$ cat src/common/uart_irq_pkg.sv
// Constants and encodings shared by the UART interrupt status logic.
`default_nettype none
package uart_irq_pkg;

    // ========================================================================
    // Sources, ordered from the highest priority to the lowest
    // ========================================================================
    localparam int NUM_SRC = 7;
    localparam int CNT_W   = 6;

    typedef enum logic [2:0] {
        SRC_LINE    = 3'h0,
        SRC_RECEIVE_DATA_AVAILABLE   = 3'h1,
        SRC_TIMEOUT = 3'h2,
        SRC_THR     = 3'h3,
        SRC_MODEM   = 3'h4,
        SRC_XOFF    = 3'h5,
        SRC_FLOW    = 3'h6
    } src_type;

    // ========================================================================
    // Six-bit interrupt codes in status bits 5 down to 0
    // ========================================================================
    localparam logic [5:0] CODE_LINE    = 6'h06;
    localparam logic [5:0] CODE_RECEIVE_DATA_AVAILABLE   = 6'h04;
    localparam logic [5:0] CODE_TIMEOUT = 6'h0C;
    localparam logic [5:0] CODE_THR     = 6'h02;
    localparam logic [5:0] CODE_MODEM   = 6'h00;
    localparam logic [5:0] CODE_XOFF    = 6'h10;
    localparam logic [5:0] CODE_FLOW    = 6'h20;
    localparam logic [5:0] CODE_NONE    = 6'h01;

    // ========================================================================
    // Register map, byte addresses
    // ========================================================================
    localparam int         ADDR_W         = 5;
    localparam logic [4:0] OFS_ISR        = 5'h00;
    localparam logic [4:0] OFS_IRQ_ENABLE = 5'h04;
    localparam logic [4:0] OFS_FIFO_SETUP = 5'h08;
    localparam logic [4:0] OFS_ENH_FEAT   = 5'h0C;
    localparam logic [4:0] OFS_PENDING    = 5'h10;

    // ========================================================================
    // Field positions and reset values
    // ========================================================================
    localparam int FIFO_EN_BIT  = 0;
    localparam int TX_TRIG_LSB  = 4;
    localparam int RX_TRIG_LSB  = 6;
    localparam int ENH_BIT      = 4;
    localparam int ISR_IDLE_BIT = 0;
    localparam int ISR_FIFO_LSB = 6;

    localparam logic [6:0] IRQ_ENABLE_RESET = 7'h00;
    localparam logic [7:0] FIFO_SETUP_RESET = 8'h00;
    localparam logic [7:0] ENH_FEAT_RESET   = 8'h00;

    // ========================================================================
    // FIFO trigger levels, indexed by the two-bit select field
    // ========================================================================
    localparam logic [5:0] RX_TRIG_TABLE [4] = '{6'h08, 6'h10, 6'h18, 6'h1C};
    localparam logic [5:0] TX_TRIG_TABLE [4] = '{6'h10, 6'h08, 6'h18, 6'h1E};

endpackage
`default_nettype wire

$ cat src/common/irq_arb_if.sv
// Carrier between the status register logic and the priority arbiter.
`timescale 1ns/100ps
`default_nettype none
interface irq_arb_if;
    logic [6:0] pending;
    logic       valid;
    logic [2:0] idx;

    modport arb  (input pending, output valid, output idx);
    modport user (output pending, input valid, input idx);
endinterface
`default_nettype wire

$ cat src/rtl/irq_priority_arbiter.sv
// Fixed-priority pick of the highest pending interrupt source.
`timescale 1ns/100ps
`default_nettype none
module irq_priority_arbiter
    import uart_irq_pkg::*;
(
    irq_arb_if.arb arb
);

    // ========================================================================
    // Lowest index wins; the loop runs downward so the last hit stands
    // ========================================================================
    always_comb begin
        arb.valid = 1'b0;
        arb.idx   = 3'h0;
        for (int i = NUM_SRC - 1; i >= 0; i--) begin
            if (arb.pending[i]) begin
                arb.valid = 1'b1;
                arb.idx   = 3'(i);
            end
        end
    end

endmodule
`default_nettype wire

$ cat src/rtl/uart_interrupt_priority_status.sv
// Interrupt prioritisation and status register of the UART, Avalon-MM slave.
//
// Implementation choices: the register addresses and the Avalon-MM slave port.
`timescale 1ns/100ps
`default_nettype none

// Notes on behaviour
// - Sources rank in six fixed levels, level 1 highest, and arbitrate by rank.
// - Reading the status register returns the reported interrupt code, the highest pending when it was chosen.
// - A reported interrupt stays reported until serviced, ahead of any other.
// - A status read clears only the reported interrupt; others stay pending.
// - After a clearing read, the next read shows the next pending interrupt.
// - Line status is level 1, code bits 2 and 1 set.
// - Received data ready is level 2, code bit 2 set.
// - Receive time-out shares level 2, code bits 3 and 2 set.
// - Transmit holding empty is level 3, code bit 1 set.
// - Modem status is level 4, code all zeros.
// - Xoff or special character is level 5, code bit 4 set.
// - Flow line change is level 6, code bit 5 set.
// - Status bits 7 and 6 read one with FIFOs enabled, else zero.
// - Status bits 5 and 4 report only when enhanced bit 4 is set.
// - Xoff indication stays set until Xon characters arrive.
// - Status bits 3 to 1 identify levels 1 to 3; default zero.
// - Status bit 0 reads zero when pending, one when idle; resets to one.
// - FIFO enable bit selects trigger-level mode and drives status bits 7 and 6.
// - In FIFO mode receive ready rises when fill equals receive trigger.
// - In FIFO mode transmit empty rises when fill drops below transmit trigger.
module uart_interrupt_priority_status
    import uart_irq_pkg::*;
(
    input  wire logic               i_clock,
    input  wire logic               i_rst_n,
    input  wire logic [ADDR_W-1:0]  i_address,
    input  wire logic               i_read,
    input  wire logic               i_write,
    input  wire logic [3:0]         i_byteenable,
    input  wire logic [31:0]        i_writedata,
    output logic      [31:0]        o_readdata,
    output logic                    o_waitrequest,
    input  wire logic               i_line_status_event,
    input  wire logic               i_rx_data_ready,
    input  wire logic               i_rx_timeout,
    input  wire logic               i_thr_empty,
    input  wire logic               i_modem_status_event,
    input  wire logic               i_xoff_detect,
    input  wire logic               i_xon_detect,
    input  wire logic               i_flow_change,
    input  wire logic [CNT_W-1:0]   i_rx_fifo_count,
    input  wire logic [CNT_W-1:0]   i_tx_fifo_count
);

    // ========================================================================
    // State
    // ========================================================================
    typedef struct packed {
        logic        waitreq;
        logic [31:0] rdata;
        logic [6:0]  pend;
        logic        rep_valid;
        logic [2:0]  rep_idx;
        logic        snap_isr;
        logic        snap_valid;
        logic [2:0]  snap_idx;
        logic [6:0]  irq_enable;
        logic [7:0]  fifo_setup;
        logic [7:0]  enh_feat;
        logic        rx_rdy_prev;
        logic        thr_prev;
        logic        rx_trig_prev;
        logic        tx_trig_prev;
    } state_type;

    state_type state_q;
    state_type state_d;

    irq_arb_if arb_bus ();

    irq_priority_arbiter u_arbiter (
        .arb (arb_bus.arb)
    );

    logic             req;
    logic             accept;
    logic             fifo_en;
    logic [5:0]       rx_trig;
    logic [5:0]       tx_trig;
    logic             rx_at_trig;
    logic             tx_below;
    logic [6:0]       set_vec;
    logic [6:0]       clr_vec;
    logic [6:0]       en_mask;
    logic [6:0]       masked;
    logic             cur_valid;
    logic [2:0]       cur_idx;
    logic [7:0]       isr_value;

    // ========================================================================
    // Code lookup
    // ========================================================================
    function automatic logic [5:0] code_of(input logic [2:0] idx);
        case (src_type'(idx))
            SRC_LINE:    code_of = CODE_LINE;
            SRC_RECEIVE_DATA_AVAILABLE:   code_of = CODE_RECEIVE_DATA_AVAILABLE;
            SRC_TIMEOUT: code_of = CODE_TIMEOUT;
            SRC_THR:     code_of = CODE_THR;
            SRC_MODEM:   code_of = CODE_MODEM;
            SRC_XOFF:    code_of = CODE_XOFF;
            SRC_FLOW:    code_of = CODE_FLOW;
            default:     code_of = CODE_MODEM;
        endcase
    endfunction

    // ========================================================================
    // Next state
    // ========================================================================
    always_comb begin
        state_d = state_q;
        req     = i_read | i_write;
        accept  = req & ~state_q.waitreq;
        fifo_en = state_q.fifo_setup[FIFO_EN_BIT];

        rx_trig    = RX_TRIG_TABLE[state_q.fifo_setup[RX_TRIG_LSB +: 2]];
        tx_trig    = TX_TRIG_TABLE[state_q.fifo_setup[TX_TRIG_LSB +: 2]];
        rx_at_trig = (i_rx_fifo_count == rx_trig);
        tx_below   = (i_tx_fifo_count < tx_trig);

        // Data ready and holding empty are taken on their rising edge so a level that stays high
        // does not re-arm the flag right after a clearing read.
        set_vec              = 7'h00;
        set_vec[SRC_LINE]    = i_line_status_event;
        set_vec[SRC_RECEIVE_DATA_AVAILABLE]   = fifo_en ? (rx_at_trig & ~state_q.rx_trig_prev)
                                       : (i_rx_data_ready & ~state_q.rx_rdy_prev);
        set_vec[SRC_TIMEOUT] = i_rx_timeout;
        set_vec[SRC_THR]     = fifo_en ? (tx_below & ~state_q.tx_trig_prev)
                                       : (i_thr_empty & ~state_q.thr_prev);
        set_vec[SRC_MODEM]   = i_modem_status_event;
        set_vec[SRC_XOFF]    = i_xoff_detect;
        set_vec[SRC_FLOW]    = i_flow_change;

        state_d.rx_rdy_prev  = i_rx_data_ready;
        state_d.thr_prev     = i_thr_empty;
        state_d.rx_trig_prev = rx_at_trig;
        state_d.tx_trig_prev = tx_below;

        // Xoff and flow sources, on bits 5 and 6, take part only with enhanced features on.
        en_mask               = state_q.irq_enable;
        en_mask[SRC_XOFF]     = en_mask[SRC_XOFF] & state_q.enh_feat[ENH_BIT];
        en_mask[SRC_FLOW]     = en_mask[SRC_FLOW] & state_q.enh_feat[ENH_BIT];
        masked                = state_q.pend & en_mask;
        arb_bus.pending       = masked;

        // The reported source holds even if a higher one arrives later.
        if (state_q.rep_valid && masked[state_q.rep_idx]) begin
            cur_valid = 1'b1;
            cur_idx   = state_q.rep_idx;
        end else begin
            cur_valid = arb_bus.valid;
            cur_idx   = arb_bus.idx;
        end
        state_d.rep_valid = cur_valid;
        state_d.rep_idx   = cur_idx;

        isr_value                      = 8'h00;
        isr_value[ISR_FIFO_LSB +: 2]   = {fifo_en, fifo_en};
        if (cur_valid) begin
            isr_value[5:0] = code_of(cur_idx);
        end else begin
            isr_value[5:0] = CODE_NONE;
        end

        // Bus slave: one wait cycle, then the access completes.
        clr_vec = 7'h00;
        if (req && state_q.waitreq) begin
            state_d.waitreq    = 1'b0;
            state_d.snap_isr   = 1'b0;
            state_d.snap_valid = cur_valid;
            state_d.snap_idx   = cur_idx;
            if (i_address == OFS_ISR) begin
                state_d.rdata    = {24'h000000, isr_value};
                state_d.snap_isr = 1'b1;
            end else if (i_address == OFS_IRQ_ENABLE) begin
                state_d.rdata = {25'h0000000, state_q.irq_enable};
            end else if (i_address == OFS_FIFO_SETUP) begin
                state_d.rdata = {24'h000000, state_q.fifo_setup};
            end else if (i_address == OFS_ENH_FEAT) begin
                state_d.rdata = {24'h000000, state_q.enh_feat};
            end else if (i_address == OFS_PENDING) begin
                state_d.rdata = {25'h0000000, state_q.pend};
            end else begin
                state_d.rdata = 32'h00000000;
            end
        end else begin
            state_d.waitreq = 1'b1;
        end

        if (accept && i_write && i_byteenable[0]) begin
            if (i_address == OFS_IRQ_ENABLE) begin
                state_d.irq_enable = i_writedata[6:0];
            end else if (i_address == OFS_FIFO_SETUP) begin
                state_d.fifo_setup = i_writedata[7:0];
            end else if (i_address == OFS_ENH_FEAT) begin
                state_d.enh_feat = i_writedata[7:0];
            end
        end

        // Only the source shown by this read is cleared; Xoff waits for Xon.
        if (accept && i_read && state_q.snap_isr && state_q.snap_valid &&
            state_q.snap_idx != SRC_XOFF) begin
            clr_vec = 7'(7'h01 << state_q.snap_idx);
        end
        clr_vec[SRC_XOFF] = i_xon_detect;

        // A new event in the clearing cycle survives the clear.
        state_d.pend = (state_q.pend & ~clr_vec) | set_vec;
    end

    // ========================================================================
    // Registers
    // ========================================================================
    always_ff @(posedge i_clock or negedge i_rst_n) begin
        if (!i_rst_n) begin
            state_q            <= '0;
            state_q.waitreq    <= 1'b1;
            state_q.irq_enable <= IRQ_ENABLE_RESET;
            state_q.fifo_setup <= FIFO_SETUP_RESET;
            state_q.enh_feat   <= ENH_FEAT_RESET;
        end else begin
            state_q <= state_d;
        end
    end

    assign o_readdata    = state_q.rdata;
    assign o_waitrequest = state_q.waitreq;

    logic isr_rd_start;
    assign isr_rd_start = req && state_q.waitreq && (i_address == OFS_ISR);
endmodule
`default_nettype wire

$ cat config.mk
export PLATFORM = sky130hd
export DESIGN_NAME = uart_interrupt_priority_status
export DESIGN_NICKNAME = d
export VERILOG_FILES = /design/src/common/uart_irq_pkg.sv /design/src/common/irq_arb_if.sv /design/src/rtl/irq_priority_arbiter.sv /design/src/rtl/uart_interrupt_priority_status.sv
export SDC_FILE = /design/constraint.sdc
export NUM_CORES = 1
export LEC_CHECK = 0
export ABC_AREA = 0
export ABC_CLOCK_PERIOD_IN_PS = 5400
export BUFFER_PORTS_ARGS = -buffer_cell sky130_fd_sc_hd__buf_2
export CORE_MARGIN = 8
export CORE_UTILIZATION = 54
export DETAILED_ROUTE_END_ITERATION = 10
export PLACE_DENSITY = 0.82
export SKIP_LAST_GASP = 1
export SYNTH_ARGS = -nofsm -noshare
export SYNTH_HDL_FRONTEND = slang
export SYNTH_SLANG_ARGS = --single-unit
$ cat constraint.sdc
create_clock -name i_clock -period 5.4 [get_ports i_clock]
set_clock_uncertainty 0.2 [all_clocks]
set_input_delay 0.81 -clock i_clock [delete_from_list [all_inputs] [get_ports i_clock]]
set_output_delay 0.81 -clock i_clock [all_outputs]
set_load 0.01 [all_outputs]
==> flow_summary_export.csv <==
group,metric,value,unit
cts,cts.sinks,52,
cts,clk_pin_slew,80,ps
floorplanning,fp.dieW,89.4,um
synth,synth-edff-count,0,
final_layout,layout-drive-gt1-share,26.9,%
outcome,status,"finished clean",
final_layout,n_antenna_cell,0,
synth,syn_avg_cell_area,10.2,sq um
placement,place_congestion,0.901,
worst_setup_path,endpoint_kind,"flop",
global_route,track_usage,16.1,%
cts,cts_resized,0,
drt,num_vias,2205,
global_route,grt-busiest-layer,"met2",
min_path,whs_path_depth,2,
timing,grt_setup_unrepaired,"no",
synth,async_flop_share,100,%
synth,yosys.area.top_type,"dfrtp_1",
final_layout,fin_cells,393,
flow_run,drv_cap,0,
final_layout,area_growth,7.49,%
placement,place_inst,386,
drt,totalWireLength,6350,um
cts,clk_latency,300,ps
synth,synthDistinctLibCells,62,
timing,hold_viol,0,
drt,detail-route-antenna-nets,0,
final_layout,nNetsFinal,391,
worst_setup_path,cp_max_fo,7,
floorplanning,die_area,7990,sq um
global_route,met1_usage,22.3,%
global_route,antenna_found_initial,0,
floorplanning,core,5140,sq um
drt,drc,0,
synth,synth_top_cell_area_share,43.9,%
global_route,overflow,0,
synth,yosysWarnings,0,
timing,finalWorstSetupSlack,2910,ps
global_route,grt_max_degree,53,
synth,synth-seq-cells,52,
pwr,total_power,0.859,mW
drt,drt_iter0_drc,130,
floorplanning,fp.dieH,89.4,um
synth,syn_inst,286,
synth,yosysMostFrequentCell,"dfrtp_1",
cts,cts_root_buffer,"clkbuf_8",
placement,io_buffers,45,
synth,synthFlopType,"dfrtp_1",
final_layout,post-route-util,60.8,%
cts,h-tree-depth,2,
timing,setup_tns,0,ps
drt,drtPass1Iterations,6,
timing,tightestPinTransition,1130,ps
cts,cts_tree,"built",
global_route,grt_pass1_wl,10100,um
synth,ys_seq_area_share,44.8,%
cts,clock_path_buffers,2,
global_route,first_global_vias,2074,
drt,avgRoutedWirePerCell,16.2,um
worst_setup_path,start_kind,"input port",
pwr,peakVddDrop,0.161,mV
worst_setup_path,crit_type,"in2reg",
placement,pre_cts_ws,2590,ps
global_route,grt_use_met2,25.1,%
pwr,p_leak,1.47,nW
min_path,hold_path_class,"reg2reg",
synth,netlist_area,2910,sq um
timing,period_needed,2490,ps
cts,cts_made_buffers,5,
timing,drv_slew,0,
timing,setup_viol,0,
timing,fmax,401,MHz
placement,dp_hpwl,4980,um
cts,post_cts_buffers,0,
synth,synth_area_leaders,"dfrtp_1 44%, mux2_2 9.3%, buf_4 8.3%",
timing,slew_headroom,24.9,%
final_layout,fill_cells,467,
floorplanning,row_count,26,
drt,drt-vias-per-instance,5.61,
worst_setup_path,r2r_cells,6,
worst_setup_path,timing.reg2reg.setup_slack,3010,ps
timing,fin_crit_sh,46.2,%
synth,yosys-top-cells-count,"51 x dfrtp_1, 32 x buf_4, 25 x nand2_1",
worst_setup_path,worstPathArrival,2480,ps
global_route,met3_usage,3.31,%
cts,cts_hold_buffers,0,
worst_setup_path,cp.required,5390,ps
floorplanning,io_pins,98,
pwr,power_density,275,nW/um^2
floorplanning,initial_core_util,56.6,%
==> sequential cells by signal (all words and copies together) (netlist names) <==
signal / flops
state_q: 37
o_readdata: 8
en_mask: 5
fifo_en: 1
o_waitrequest: 1
==> routing by layer <==
layer,vias up,part of all wire (%)
met2,81,46
li1,1053,-
met1,1062,47
met3,9,6.0
met4,0,1.4
met5,-,0
==> cell usage in the layout (no fill, tap or decap), types with 4 or more instances in the layout <==
master / netlist / routed
dfrtp_1: 51 / 51
o21ai_0: 24 / 24
conb_1: 1 / 24
nand3_1: 5 / 5
nand2_1: 25 / 25
and3_1: 5 / 5
and2_1: 5 / 5
a21boi_0: 4 / 4
clkbuf_8: 0 / 5
nor2_1: 14 / 14
nand2b_1: 4 / 4
a21oi_1: 10 / 10
mux2_2: 24 / 24
buf_2: 0 / 45
inv_1: 11 / 11
==> worst max-delay path: stages <==
cell and delay, ps:
buf_2 110, nor4_2 550, and2_1 360, nand2_1 290
mux2_2 350
==> power breakdown <==
group          switching [mW]  internal [mW]
clock                   0.117         0.0884
combinational           0.101         0.0766
sequential             0.0423          0.433
==> layout make-up <==
class                   count  area, sq um  area share (%)
multi-input cells         207         1380            44.3
flip-flops and latches     52         1300            41.7
repair buffers             46          233            7.45
well taps                  70         87.6            2.80
clock buffers               6         72.6            2.32
inverters                  11         41.3            1.32
clock inverters             1         5.00           0.160
==> through the flow <==
step | area [sq um] | hold WS (ps)
floorplan | 2990 | 246
global placement | 3050 | 261
detailed placement | 3050 | 269
CTS | 3130 | 287
global route | 3130 | 314
finish | 3130 | 280
==> path summary, 6_finish.rpt <==
kind	startpoint	endpoint
hold / removal	o_readdata[0]$_DFFE_PN0P_	o_readdata[0]$_DFFE_PN0P_
hold reg to reg	o_readdata[0]$_DFFE_PN0P_	o_readdata[0]$_DFFE_PN0P_
setup / recovery	i_address[4]	state_q[25]$_DFFE_PN0P_
max in group asynchronous	i_rst_n	state_q[16]$_DFFE_PN0P_
setup reg to reg	state_q[39]$_DFF_PN0_	o_readdata[4]$_DFFE_PN0P_
min in group asynchronous	i_rst_n	state_q[2]$_DFF_PN0_
==> kinds of logic after synthesis <==
logic type	Yosys count	share of synthesized area [%]
flops	52	44.8
simple gates	80	14.5
other cells	1	0.129
xor+xnor	1	0.301
compound gates	73	18.0
buf+inv	50	10.6
fa+ha+maj	3	1.29
mux	26	10.4
(Power assumes the default switching activity.)
